<file path="config.mk">
export PLATFORM = sky130hd
export DESIGN_NAME = dac_device_flat
export DESIGN_NICKNAME = d
export VERILOG_FILES = /design/src/logic/dac_link_pkg.sv /design/src/logic/dac_link_if.sv /design/src/logic/dac_device.sv /design/src/flat_wrapper.sv
export VERILOG_INCLUDE_DIRS = /design/src /design/src/logic
export SDC_FILE = /design/constraint.sdc
export NUM_CORES = 1
export LEC_CHECK = 0
export ABC_AREA = 1
export BUFFER_PORTS_ARGS = -buffer_cell sky130_fd_sc_hd__buf_2
export CAP_MARGIN = 20
export CELL_PAD_IN_SITES_DETAIL_PLACEMENT = 1
export CELL_PAD_IN_SITES_GLOBAL_PLACEMENT = 2
export CORE_ASPECT_RATIO = 0.75
export CORE_MARGIN = 2
export CORE_UTILIZATION = 35
export DETAILED_ROUTE_END_ITERATION = 7
export GPL_TIMING_DRIVEN = 0
export PLACE_DENSITY = 0.81
export SLEW_MARGIN = 10
export SYNTH_ARGS = -nofsm -noshare
export SYNTH_HDL_FRONTEND = slang
export SYNTH_SLANG_ARGS = --single-unit
</file>
<file path="constraint.sdc">
create_clock -name ref_clk -period 2.04 [get_ports ref_clk]
set_clock_uncertainty 0.05 [all_clocks]
set_input_delay 0.204 -clock ref_clk [delete_from_list [all_inputs] [get_ports ref_clk]]
set_output_delay 0.204 -clock ref_clk [all_outputs]
set_load 0.02 [all_outputs]
</file>
<file path="src/logic/dac_link_params.svh">
`ifndef DAC_LINK_PARAMS_SVH
`define DAC_LINK_PARAMS_SVH

// Frame layout, counted from bit 15 which is shifted in first.
`define FRAME_BITS 16
`define MODE_HI_POS 13
`define MODE_LO_POS 12
`define CODE_MSB_POS 11
`define CODE_LSB_POS 4
// Reset values.
`define CODE_RESET 8'h00
`define MODE_RESET 2'h0
// Least frame select high time in ns, and its count of 4 ns cycles rounded up.
`define SEL_HIGH_MIN_NS 33
`define REF_CLK_PERIOD_NS 4
`define SEL_HIGH_CYCLES ((`SEL_HIGH_MIN_NS + `REF_CLK_PERIOD_NS - 1) / `REF_CLK_PERIOD_NS)
// Recovery after power-down in ns, typical at 5 V and at 3 V, with cycle counts.
`define WAKE_5V_NS 2500
`define WAKE_3V_NS 5000
`define WAKE_5V_CYCLES (`WAKE_5V_NS / `REF_CLK_PERIOD_NS)
`define WAKE_3V_CYCLES (`WAKE_3V_NS / `REF_CLK_PERIOD_NS)
// Half period of the link clock made by the host, in ref_clk cycles.
`define LINK_HALF_CYCLES 6

`endif

</file>
<file path="src/logic/dac_link_pkg.sv">
package dac_link_pkg;

  typedef enum logic [1:0] {
    mode_normal,
    mode_pd_1k,
    mode_pd_100k,
    mode_pd_open
  } out_mode_e;

  typedef enum logic [1:0] {
    dev_wait_high,
    dev_idle,
    dev_shift,
    dev_done
  } dev_state_e;

  typedef enum logic [2:0] {
    host_idle,
    host_gap,
    host_setup,
    host_low,
    host_high,
    host_tail
  } host_state_e;

endpackage : dac_link_pkg

</file>
<file path="src/logic/dac_link_if.sv">
interface dac_link_if;
  logic frame_sel_n;
  logic sclk;
  logic sdata;

  modport host (
    output frame_sel_n,
    output sclk,
    output sdata
  );

  modport device (
    input frame_sel_n,
    input sclk,
    input sdata
  );
endinterface : dac_link_if

</file>
<file path="src/logic/dac_device.sv">
`include "dac_link_params.svh"

// Overview of operation
// - Host starts frame by lowering frame select.
// - Shift data on falling clock while selected.
// - Sixteenth falling edge executes the frame.
// - Host keeps select high 33 ns between frames.
// - Host may park select low between writes.
// - Frame: two ignored, mode, code, four ignored.
// - Mode bits are frame bits 13 and 12.
// - Mode 00 normal, 01/10/11 power-down terminations.
// - Early select rise discards the frame.
// - Reset clears code, output held at zero.
// - Power-down frame also loads its code, selects termination.
// - Output valid only after wake-up recovery.
// - Code is straight binary 0 to 255.
// - Host sends most significant bit first.
module dac_device #(
  parameter int FRAME_BITS = `FRAME_BITS,
  parameter int WAKE_CYCLES = `WAKE_5V_CYCLES
) (
  input wire logic ref_clk,
  input wire logic rst,
  dac_link_if.device link,
  output logic [7:0] dac_code,
  output dac_link_pkg::out_mode_e out_mode,
  output logic amp_enable,
  output logic out_valid,
  output logic frame_done,
  output logic frame_aborted
);

  // =====================================================================
  // Widths and end points
  localparam int CNT_W = $clog2(FRAME_BITS + 1);
  localparam int WAKE_W = $clog2(WAKE_CYCLES + 1);
  localparam logic [CNT_W-1:0] LAST_BIT = CNT_W'(FRAME_BITS - 1);
  localparam logic [WAKE_W-1:0] WAKE_END = WAKE_W'(WAKE_CYCLES);

  // =====================================================================
  // State
  typedef struct packed {
    // Two-flop synchronisers and one stage of edge history.
    logic [1:0] sel_sync;
    logic [1:0] clk_sync;
    logic [1:0] dat_sync;
    logic sel_last;
    logic clk_last;
    logic dat_last;
    // Frame assembly.
    dac_link_pkg::dev_state_e state;
    logic [FRAME_BITS-1:0] shift;
    logic [CNT_W-1:0] count;
    // Converter settings kept between frames.
    logic [7:0] code;
    dac_link_pkg::out_mode_e mode;
    logic written;
    // Output recovery and strobes.
    logic [WAKE_W-1:0] wake;
    logic amp;
    logic valid;
    logic done;
    logic aborted;
  } dev_s;

  // Select reads high after reset, so dev_wait_high passes at once and a select held low through reset is seen to fall and starts a frame.
  localparam dev_s RESET_ST = '{
    sel_sync: 2'h3,
    clk_sync: 2'h0,
    dat_sync: 2'h0,
    sel_last: 1'b1,
    clk_last: 1'b0,
    dat_last: 1'b0,
    state: dac_link_pkg::dev_wait_high,
    shift: '0,
    count: '0,
    code: `CODE_RESET,
    mode: dac_link_pkg::out_mode_e'(`MODE_RESET),
    written: 1'b0,
    wake: '0,
    amp: 1'b0,
    valid: 1'b0,
    done: 1'b0,
    aborted: 1'b0
  };

  dev_s st_reg;
  dev_s st_next;

  logic sel_n;
  logic clk_fall;
  logic sel_fall;
  logic sel_rise;
  logic [FRAME_BITS-1:0] frame_in;
  logic frame_full;

  // =====================================================================
  // Field decoding
  function automatic logic [7:0] frame_code(input logic [FRAME_BITS-1:0] frame);
    frame_code = frame[`CODE_MSB_POS:`CODE_LSB_POS];
  endfunction : frame_code

  function automatic dac_link_pkg::out_mode_e frame_mode(input logic [FRAME_BITS-1:0] frame);
    frame_mode = dac_link_pkg::out_mode_e'({frame[`MODE_HI_POS], frame[`MODE_LO_POS]});
  endfunction : frame_mode

  // Any power-down mode turns the amplifier off, whatever the code holds.
  function automatic logic is_driving(input logic written, input dac_link_pkg::out_mode_e mode);
    is_driving = written && (mode == dac_link_pkg::mode_normal);
  endfunction : is_driving

  // =====================================================================
  // Link sampling
  // The host may move data in the same instant as the falling link clock, so the bit
  // is taken from the cycle before the fall shows at the synchroniser output.
  assign sel_n = st_reg.sel_sync[1];
  assign clk_fall = st_reg.clk_last && !st_reg.clk_sync[1];
  assign sel_fall = st_reg.sel_last && !sel_n;
  assign sel_rise = !st_reg.sel_last && sel_n;
  assign frame_in = {st_reg.shift[FRAME_BITS-2:0], st_reg.dat_last};
  assign frame_full = (st_reg.count == LAST_BIT);

  // =====================================================================
  // Frame engine
  always_comb begin
    st_next = st_reg;
    st_next.sel_sync = {st_reg.sel_sync[0], link.frame_sel_n};
    st_next.clk_sync = {st_reg.clk_sync[0], link.sclk};
    st_next.dat_sync = {st_reg.dat_sync[0], link.sdata};
    st_next.sel_last = sel_n;
    st_next.clk_last = st_reg.clk_sync[1];
    st_next.dat_last = st_reg.dat_sync[1];
    st_next.done = 1'b0;
    st_next.aborted = 1'b0;
    unique case (st_reg.state)
      dac_link_pkg::dev_wait_high: begin
        if (sel_n) begin
          st_next.state = dac_link_pkg::dev_idle;
        end
      end
      dac_link_pkg::dev_idle: begin
        if (sel_fall) begin
          st_next.state = dac_link_pkg::dev_shift;
          st_next.count = '0;
          st_next.shift = '0;
        end
      end
      dac_link_pkg::dev_shift: begin
        if (sel_rise) begin
          // An early rise discards what was shifted and changes nothing.
          st_next.state = dac_link_pkg::dev_idle;
          st_next.shift = '0;
          st_next.count = '0;
          st_next.aborted = 1'b1;
        end else if (clk_fall) begin
          // First bit in lands at bit 15 once the frame is full.
          st_next.shift = frame_in;
          st_next.count = st_reg.count + CNT_W'(1);
          if (frame_full) begin
            st_next.code = frame_code(frame_in);
            st_next.mode = frame_mode(frame_in);
            st_next.written = 1'b1;
            st_next.done = 1'b1;
            st_next.state = dac_link_pkg::dev_done;
          end
        end
      end
      dac_link_pkg::dev_done: begin
        // Further clocks are ignored until select has been high again.
        if (sel_n) begin
          st_next.state = dac_link_pkg::dev_idle;
        end
      end
    endcase
    // Output recovers only after staying in normal mode for the wake time.
    st_next.amp = is_driving(st_next.written, st_next.mode);
    if (!is_driving(st_next.written, st_next.mode)) begin
      st_next.wake = '0;
      st_next.valid = 1'b0;
    end else if (st_reg.wake != WAKE_END) begin
      st_next.wake = st_reg.wake + WAKE_W'(1);
      st_next.valid = 1'b0;
    end else begin
      st_next.valid = 1'b1;
    end
  end

  // =====================================================================
  // Register update
  always_ff @(posedge ref_clk) begin
    if (rst) begin
      st_reg <= RESET_ST;
    end else begin
      st_reg <= st_next;
    end
  end

  // =====================================================================
  // Outputs
  assign dac_code = st_reg.code;
  assign out_mode = st_reg.mode;
  assign amp_enable = st_reg.amp;
  assign out_valid = st_reg.valid;
  assign frame_done = st_reg.done;
  assign frame_aborted = st_reg.aborted;

endmodule : dac_device

</file>
<file path="src/flat_wrapper.sv">
// flat-port wrapper written by rule: the top's interface ports become plain ports
module dac_device_flat 
#(
  parameter int FRAME_BITS = `FRAME_BITS,
  parameter int WAKE_CYCLES = `WAKE_5V_CYCLES
)
  (ref_clk, rst, dac_code, out_mode, amp_enable, out_valid, frame_done, frame_aborted, link_frame_sel_n, link_sclk, link_sdata);
  dac_link_if link_i ();
  input wire logic ref_clk;
  input wire logic rst;
  output logic [7:0] dac_code;
  output dac_link_pkg::out_mode_e out_mode;
  output logic amp_enable;
  output logic out_valid;
  output logic frame_done;
  output logic frame_aborted;
  input wire logic [$bits(link_i.frame_sel_n)-1:0] link_frame_sel_n;
  input wire logic [$bits(link_i.sclk)-1:0] link_sclk;
  input wire logic [$bits(link_i.sdata)-1:0] link_sdata;
  assign link_i.frame_sel_n = link_frame_sel_n;
  assign link_i.sclk = link_sclk;
  assign link_i.sdata = link_sdata;
  dac_device #(.FRAME_BITS(FRAME_BITS), .WAKE_CYCLES(WAKE_CYCLES)) u_core (.ref_clk(ref_clk), .rst(rst), .link(link_i), .dac_code(dac_code), .out_mode(out_mode), .amp_enable(amp_enable), .out_valid(out_valid), .frame_done(frame_done), .frame_aborted(frame_aborted));
endmodule
</file>
==> flow_summary.yaml, run 1 <==
status:
  status: "finished, final reports clean"
clock_tree:
  root_buffer: "clkbuf_8"
  cts.sinks: 54
  clk_latency_ns: 0.32
  clk_pin_slew_worst_paths_ns: 0.12
  clk_path_buf_depth: 2
  numCtsBuffers: 5
  ctsHoldBuffers: 0
  htree_levels: 2
  cts_tree: "yes"
worst_setup_path:
  cp.buffers_inverters: 3
  worstSetupPathType: "reg2reg"
  path_max_fanout: 7
  critPathArrivalTime_ns: 2.10
  startpoint_type: "flop"
  regToRegSetupSlack_ns: 0.15
  timing.rr.end: "u_core.st_reg[13]"
  rr_worst_depth: 13
  path_cells: "ha_1 > nand2_1 > nor2_2 > ha_2 > inv_1 > nor2_4 > nand2_4 > nand2_2 > nand2_2 > clkinv_2 > nand3_4 > clkbuf_16 > nor2_4"
  r2r_start: "u_core.st_reg[25]"
  cp.required_ns: 2.25
  crit_cells: 13
  crit_path_end_kind: "flop"
  slowest_delay_ns: 0.36
  crit_slowest_cell: "dfxtp_2"
  crit_family: "simple AND/OR/NAND/NOR gates"
placed_design:
  io_buffers: 18
  post-place-ws_ns: -0.02919
  dpl-instance-area_sq_mm: 0.002614
  gp_congestion: 0.6952
  place.detailed.hpwl_microns: 3644
min_path:
  worstHoldEndpoint: "u_core.st_next[56]"
  hold_class: "in2reg"
  hold_start: "link_frame_sel_n"
  hold_depth: 2
logic_synthesis:
  synth_nets: 319
  yosysSeqAreaShare: 0.4470
  async_reset_ff_frac: 0
  postSynthCellCount: 307
  synthFlopType: "dfxtp_1"
  yosys_warnings: 0
  yosys_register_bits: 54
  synth_edf_count: 0
  synth_cell_types: 28
  syn-cell-area_sq_mm: 0.002419
  avgSynthCellArea_sq_um: 7.878
power_and_ir_drop:
  max-vdd-ir-drop_v: 0.0003757
  total_power_mw: 3.105
  p_leak_nw: 1.244
  p_per_area_mw_per_mm2: 1100
detailed_routing:
  avgViaCountPerCell: 4.512
  routed_wl_microns: 5148
  wire_per_inst_microns: 12.08
  drtIter0Drc: 51
  num_vias: 1922
  ant_nets: 0
  first_pass_iters: 4
  drc: 0
sta:
  max_freq_mhz: 528.9
  finalHoldViolations: 0
  period_needed_ns: 1.891
  slew_headroom: 0.6375
  holdWs_ns: 0.01128
  layout_setup_ws_ns: 0.1492
  period_share: 0.9269
  setup_viol: 0
  tightest_slew_ns: 0.5438
  slew_viol_final: 0
grt:
  grt_pass1_wl_microns: 8832
  antenna_found_initial: 0
  grt_use_total: 0.1458
  grt_max_degree: 20
  first_global_vias: 1876
  grt_overflow_total: 0
final_layout:
  fin_area_sq_mm: 0.002821
  mostFrequentLayoutCells: "dfxtp_1, nand2_1, inv_1"
  area_delta_synth_final_pct: 16.66
  mostFrequentLayoutCell: "dfxtp_1"
  largest_register_ffs: 20
  n_antenna_cell: 0
  fill_cells: 845
  drive_gt1_frac: 0.2427
  nets: 353
  final_core_util: 0.4170
floorplan:
  ios: 19
  initial_core_util: 0.3574
  core-area_sq_mm: 0.006766
  fp.dieW_microns: 99.99
  dieArea_sq_mm: 0.007598
  rows: 26
  die_y_microns: 75.99
job:
  maxCapViolCount: 0
metal layers:
metal | wire length [microns] | up-vias | GRT usage
met5 | 0 | - | 0
met4 | 55 | 0 | 0.03699
met3 | 122 | 7 | 0.03303
met2 | 2255 | 17 | 0.2277
met1 | 2715 | 886 | 0.2042
li1 | - | 1012 | -
report_power, final:
group / internal, mW / switching, mW / total, mW / leakage, nW
Clock: 0.254 / 0.400 / 0.654 / 0.0491
Combinational: 0.396 / 0.755 / 1.15 / 0.755
Sequential: 1.22 / 0.0812 / 1.30 / 0.440
Total: 1.87 / 1.24 / 3.11 / 1.24
synthesized netlist by cell type (5+ instances only):
cell type	n	area (sq um)
nand2_2	6	37.54
nor3_1	6	30.03
inv_1	45	168.9
nand2_1	48	180.2
o21ai_0	16	80.08
ha_1	7	87.58
nor2_1	42	157.7
dfxtp_1	54	1081
nand3_1	18	90.09
o21ai_1	10	50.05
nand4_1	6	37.54
nor2_4	9	101.4
buf_4	11	82.58
xor2_1	5	43.79
metrics by stage:
| stage | std cells | TNS (ns) |
|---|---|---|
| 2_1_floorplan | 307 | 0 |
| 3_3_place_gp | 409 | 0 |
| 3_5_place_dp | 409 | -0.2229 |
| 4_1_cts | 417 | 0 |
| 5_1_grt | 426 | -0.02644 |
| 6_report | 426 | 0 |
cells by family (layout without fill, tap and decap cells):
kind of cell | count (synthesis) | in the layout | synth area share
adders and majority gates | 7 | 7 | 0.03621
and+or+nand+nor | 144 | 144 | 0.2980
DFF | 54 | 54 | 0.4470
buffers and inverters | 65 | 100 | 0.1267
AOI/OAI and AO/OA | 31 | 31 | 0.07036
xor gates and xnor gates | 6 | 6 | 0.02173
worst max-delay path by stage:
stage                            from                 to  slack (ns)
floorplan           u_core.st_reg[25]   u_core.st_reg[6]        0.26
global placement    u_core.st_reg[25]   u_core.st_reg[6]      0.0009
detailed placement  u_core.st_reg[25]   u_core.st_reg[6]       -0.03
CTS                 u_core.st_reg[25]   u_core.st_reg[6]        0.03
global route        u_core.st_reg[25]  u_core.st_reg[13]       -0.02
finish              u_core.st_reg[25]  u_core.st_reg[13]        0.15
area by class of cell:
class / count / area (sq um) / area share
plain buffers: 17 / 125.1 / 0.04435
well taps: 84 / 105.1 / 0.03725
inverters: 48 / 181.4 / 0.06430
clock inverters: 3 / 26.28 / 0.009313
flip-flops and latches: 54 / 1084 / 0.3840
multi-input cells: 188 / 1056 / 0.3743
clock buffers: 5 / 68.82 / 0.02439
repair buffers: 27 / 175.2 / 0.06208
what timing repair did:
item,4_1_cts,5_1_grt
pin swaps,0,2
setup endpoints to repair,10,20
gates cloned,0,1
buffers inserted,0,8
gates resized for setup,3,5
Power figures use the tool's default switching activity.
==> run 2, diff against run 1 <==
- ABC_AREA: 1 -> 0
- CORE_UTILIZATION: 35 -> 36
- PLACE_DENSITY: 0.81 -> 0.8
==> flow_summary.yaml, run 2 <==
power_and_ir_drop:
  p_leak_nw: 1.150
  seq_power_share: 0.420
  total_power_mw: 2.645
  max-vdd-ir-drop_v: 0.0003358
  power.internal_mw: 1.639
  p_per_area_mw_per_mm2: 892.4
  clkPwrFrac: 0.225
  pwr-share-comb: 0.355
  p_switching_mw: 1.006
  switching_share: 0.3802
floorplan:
  dieArea_sq_mm: 0.007619
  die_y_microns: 76.10
  initial_core_util: 0.3687
  fp.dieW_microns: 100.1
  core-area_sq_mm: 0.006766
  rows: 26
  ios: 19
sta:
  holdWs_ns: 0.03630
  layout_setup_ws_ns: 0.01661
  max_freq_mhz: 494.2
  slew_headroom: 0.6837
  tightest_slew_ns: 0.4745
  setup_viol: 0
  period_needed_ns: 2.023
  period_share: 0.9919
  slew_viol_final: 0
  finalHoldViolations: 0
  rsz0062_at_grt: "yes"
final_layout:
  area_delta_synth_final_pct: 18.81
  mostFrequentLayoutCells: "dfxtp_1, nor2b_1, nor2_1"
  mostFrequentLayoutCell: "dfxtp_1"
  largest_register_ffs: 20
  final_core_util: 0.4381
  n_antenna_cell: 0
  fin_cells: 398
  nets: 327
  drive_gt1_frac: 0.2420
grt:
  first_global_vias: 1979
  grt_use_total: 0.1585
  grt_pass1_wl_microns: 9832
  grt_overflow_total: 0
  antenna_found_initial: 0
  grt_max_degree: 20
clock_tree:
  clk_pin_slew_worst_paths_ns: 0.09
  cts_tree: "yes"
  htree_levels: 2
  clk_path_buf_depth: 2
  root_buffer: "clkbuf_8"
  clk_latency_ns: 0.30
  numCtsBuffers: 5
  ctsHoldBuffers: 0
  cts.sinks: 54
detailed_routing:
  ant_nets: 0
  drtIter0Drc: 61
  num_vias: 2064
  first_pass_iters: 4
  drc: 0
  avgViaCountPerCell: 5.186
  routed_wl_microns: 5816
  wire_per_inst_microns: 14.61
worst_setup_path:
  crit_family: "compound AO/OA/AOI/OAI gates"
  worstSetupPathType: "reg2reg"
  r2r_start: "u_core.st_reg[26]"
  startpoint_type: "flop"
  crit_path_end_kind: "flop"
  path_cells: "ha_4 > and3_4 > ha_4 > and3b_2 > a311o_1 > a21o_4 > buf_8 > nor2_1"
  cp.buffers_inverters: 1
  cp.required_ns: 2.23
  critPathArrivalTime_ns: 2.21
  path_max_fanout: 5
  worstSetupStartpoint: "u_core.st_reg[26]"
  crit_slowest_cell: "a311o_1"
  crit_top_cell: "ha_4"
  slowest_delay_ns: 0.38
logic_synthesis:
  synthFlopType: "dfxtp_1"
  synth.most_common_cell: "dfxtp_1"
  synth_top_area_cell: "dfxtp_1"
  yosys_warnings: 0
  yosysSeqAreaShare: 0.4333
  synth_area_leaders: "dfxtp_1, nor2b_1, mux2i_1"
  yosys_register_bits: 54
  synth_nets: 299
  synth_cell_types: 43
  syn-cell-area_sq_mm: 0.002495
  synth_edf_count: 0
  postSynthCellCount: 287
  synth_common_cells: "dfxtp_1, nor2_1, nor2b_1"
  async_reset_ff_frac: 0
  synth_top_area_share: 0.4333
  avgSynthCellArea_sq_um: 8.693
min_path:
  hold_class: "in2reg"
  hold_start: "link_frame_sel_n"
placed_design:
  gp_congestion: 0.7435
  dp.cells: 388
  io_buffers: 17
  post-place-ws_ns: -0.2688
  place.detailed.hpwl_microns: 4040
job:
  maxCapViolCount: 0
status:
  status: "finished, final reports clean"
run 2: cell count changes in the layout (fill, tap and decap cells not counted), moves of 4 or more:
| cell | change |
|---|---|
| clkbuf_2 | +4 |
| nand2_2 | -6 |
| clkbuf_1 | +4 |
| mux2i_1 | +12 |
| nand2b_1 | +8 |
| nor2_1 | -20 |
| inv_1 | -38 |
| nor2_4 | -4 |
| nand2_1 | -28 |
| o21ai_1 | -10 |
| a31oi_1 | +14 |
| nor2b_1 | +23 |
run 2: cell families (layout without fill, tap and decap cells):
kind of cell,Yosys count,after routing,share of synthesized area
XOR/XNOR,8,8,0.02809
flip-flops,54,54,0.4333
AO/OA/AOI/OAI,48,48,0.1234
buffers and inverters,37,64,0.07422
multiplexers,13,13,0.05266
adder cells (fa/ha/maj),7,7,0.03510
AND/OR/NAND/NOR,120,120,0.2533
run 2: metrics by stage:
step | setup TNS [ns] | area, sq um
3_3_place_gp | -4.663 | 2685
4_1_cts | 0 | 2813
3_5_place_dp | -5.084 | 2685
2_1_floorplan | 0 | 2495
6_report | 0 | 2964
5_1_grt | -0.1913 | 2964
run 2: worst register-to-register path, cell delays in order, from the launching register on:
cell and delay, ns:
dfxtp_2 0.34, ha_4 0.16, and3_4 0.18, ha_4 0.16
and3b_2 0.22, a311o_1 0.38, a21o_4 0.26, buf_8 0.15
nor2_1 0.08
run 2: path summary, 6_finish.rpt:
kind / slack, ns / end / cells after the start
max: 0.02 / u_core.st_reg[10] / 8
min reg2reg: 0.38 / u_core.sel_n / 1
min: 0.04 / u_core.st_next[56] / 2
max reg2reg: 0.02 / u_core.st_reg[10] / 8
run 2: what timing repair did:
| item | 4_1_cts | 5_1_grt |
|---|---|---|
| pin swaps | 3 | 14 |
| setup buffers | 2 | 3 |
| resized for setup | 10 | 34 |
| gates cloned | 1 | 0 |
| endpoints found under the setup margin | 29 | 30 |
run 2: final cells by class:
| class | instances | area (sq um) |
|---|---|---|
| Clock buffer | 6 | 82.58 |
| Buffer | 26 | 168.9 |
| Inverter | 9 | 33.78 |
| Tap cell | 84 | 105.1 |
| Timing Repair Buffer | 23 | 137.6 |
| Fill cell | 798 | 3802 |
| Multi-Input combinational cell | 196 | 1351 |
| Sequential cell | 54 | 1085 |
run 2: power groups by stage:
stage	Sequential, mW	Clock, mW	Combinational (mW)
after global routing	1.12	0.666	1.03
after floorplan	1.13	0	0.618
after detailed placement	1.13	0	0.878
after global placement	1.13	0	0.871
final	1.11	0.596	0.938
after CTS	1.11	0.617	0.871
run 2: routing by layer:
metal,wire length [microns],up-vias,GRT usage
met5,0,-,0
met4,46,0,0.03288
met3,124,4,0.03670
met2,2566,26,0.2342
met1,3078,1005,0.2350
li1,-,1029,-
==> run 3, diff against run 2 <==
- REMOVE_ABC_BUFFERS: unset -> 1
==> flow_summary.yaml, run 3 (same netlist as run 2, synthesis figures left out) <==
detailed_routing:
  ant_nets: 0
  wire_per_inst_microns: 13.98
  num_vias: 1907
  wl_met1_microns: 2917
  routed.top_layer: "met4"
  drc: 0
  routed_wl_microns: 5229
  first_pass_iters: 4
  met3_length_microns: 142
  drtIter0Drc: 89
  wl_met2_microns: 2085
  avgViaCountPerCell: 5.099
sta:
  finalHoldViolations: 0
  slew_headroom: 0.5541
  period_share: 0.9808
  max_freq_mhz: 499.8
  tightest_slew_ns: 0.6688
  period_needed_ns: 2.001
  slew_viol_final: 0
  setup_viol: 0
worst_setup_path:
  startpoint_type: "flop"
  timing.rr.end: "u_core.st_reg[12]"
  regToRegSetupSlack_ns: 0.04
  rr_worst_depth: 8
  path_max_fanout: 7
  r2r_start: "u_core.st_reg[25]"
  crit_slowest_cell: "dfxtp_2"
  path_cells: "ha_4 > and3_1 > ha_2 > and3b_2 > a311o_1 > a21o_4 > buf_4 > nor2_1"
  crit_path_end_kind: "flop"
  cp.required_ns: 2.25
  worstSetupStartpoint: "u_core.st_reg[25]"
  worstSetupPathType: "reg2reg"
  critPathArrivalTime_ns: 2.21
  slowest_delay_ns: 0.35
clock_tree:
  cts.sinks: 54
  clk_latency_ns: 0.32
  clk_path_buf_depth: 2
  ctsHoldBuffers: 0
  htree_levels: 2
  numCtsBuffers: 5
  root_buffer: "clkbuf_8"
  cts_tree: "yes"
  clk_pin_slew_worst_paths_ns: 0.10
job:
  maxCapViolCount: 0
grt:
  grt_pass1_wl_microns: 9170
  first_global_vias: 1885
  grt_max_degree: 39
  grt_overflow_total: 0
  grt_use_total: 0.1495
  antenna_found_initial: 0
final_layout:
  mostFrequentLayoutCell: "dfxtp_1"
  mostFrequentLayoutCells: "dfxtp_1, nor2_1, nor2b_1"
  fin_cells: 374
  n_antenna_cell: 0
  area_delta_synth_final_pct: 11.53
  nets: 301
  drive_gt1_frac: 0.1931
  largest_register_ffs: 20
floorplan:
  ios: 19
  dieArea_sq_mm: 0.007619
  rows: 26
  initial_core_util: 0.3687
  core-area_sq_mm: 0.006766
  die_y_microns: 76.10
  fp.dieW_microns: 100.1
power_and_ir_drop:
  p_leak_nw: 1.044
  total_power_mw: 2.595
  max-vdd-ir-drop_v: 0.0004622
  p_per_area_mw_per_mm2: 932.6
placed_design:
  gp_congestion: 0.6799
  dp.cells: 361
  place.detailed.hpwl_microns: 3322
  io_buffers: 18
min_path:
  hold_depth: 2
  hold_class: "in2reg"
  worstHoldEndpoint: "u_core.st_next[56]"
  hold_start: "link_frame_sel_n"
status:
  status: "finished, final reports clean"
-- run 3: layout make-up --
cell class                      count  area [sq um]
Fill cell                         813          3984
Multi-Input combinational cell    196          1330
Sequential cell                    54          1084
Timing Repair Buffer               23         140.1
Tap cell                           84         105.1
Clock buffer                        5         68.82
Inverter                            9         33.78
Clock inverter                      3         21.27
-- run 3: timing repair --
| item | 4_1_cts | 5_1_grt |
|---|---|---|
| setup endpoints to repair | 44 | 14 |
| setup buffers | 4 | 1 |
| pin swaps | 4 | 1 |
| gates resized for setup | 16 | 7 |
-- run 3: power by group --
group	total, mW	switching [mW]	internal, mW
Clock	0.605	0.363	0.242
Combinational	0.876	0.599	0.277
Sequential	1.11	0.0276	1.09
-- run 3: layer usage --
metal / GRT usage / vias up
met1: 0.2149 / 909
met5: 0 / -
li1: - / 971
met4: 0.05753 / 0
met3: 0.03486 / 8
met2: 0.2154 / 19
-- run 3: worst max path at each step --
| stage | to | slack (ns) | depth (start not counted) |
|---|---|---|---|
| finish | u_core.st_reg[12] | 0.04 | 8 |
| global route | u_core.st_reg[12] | -0.01 | 8 |
| CTS | u_core.out_mode[1] | 0.02 | 7 |
| detailed placement | u_core.st_reg[29] | -0.46 | 6 |
| global placement | u_core.frame_in[6] | -0.45 | 6 |
| floorplan | u_core.st_reg[5] | 0.01 | 7 |
-- run 3: metrics by stage --
| stage | hold slack, ns | util | TNS (ns) | cell area, sq um | worst slack, ns |
|---|---|---|---|---|---|
| after floorplan | 0.2231 | - | 0 | 2344 | 0.01217 |
| after global placement | 0.3411 | 0.3752 | -10.60 | 2539 | -0.4545 |
| after detailed placement | 0.3432 | 0.3752 | -11.39 | 2539 | -0.4635 |
| after CTS | 0.009924 | 0.4038 | 0 | 2733 | 0.02439 |
| after global routing | 0.01750 | 0.4112 | -0.02984 | 2783 | -0.01351 |
| final | 0.02050 | 0.4112 | 0 | 2783 | 0.03915 |
-- run 3: worst max-delay path: cells and delay by family (launching register included) --
family	cells	cell delay [ns]
flip-flops	1	0.35
adder cells (fa/ha/maj)	2	0.35
AND/OR/NAND/NOR	3	0.50
AO/OA/AOI/OAI	2	0.57
buffers and inverters	1	0.14
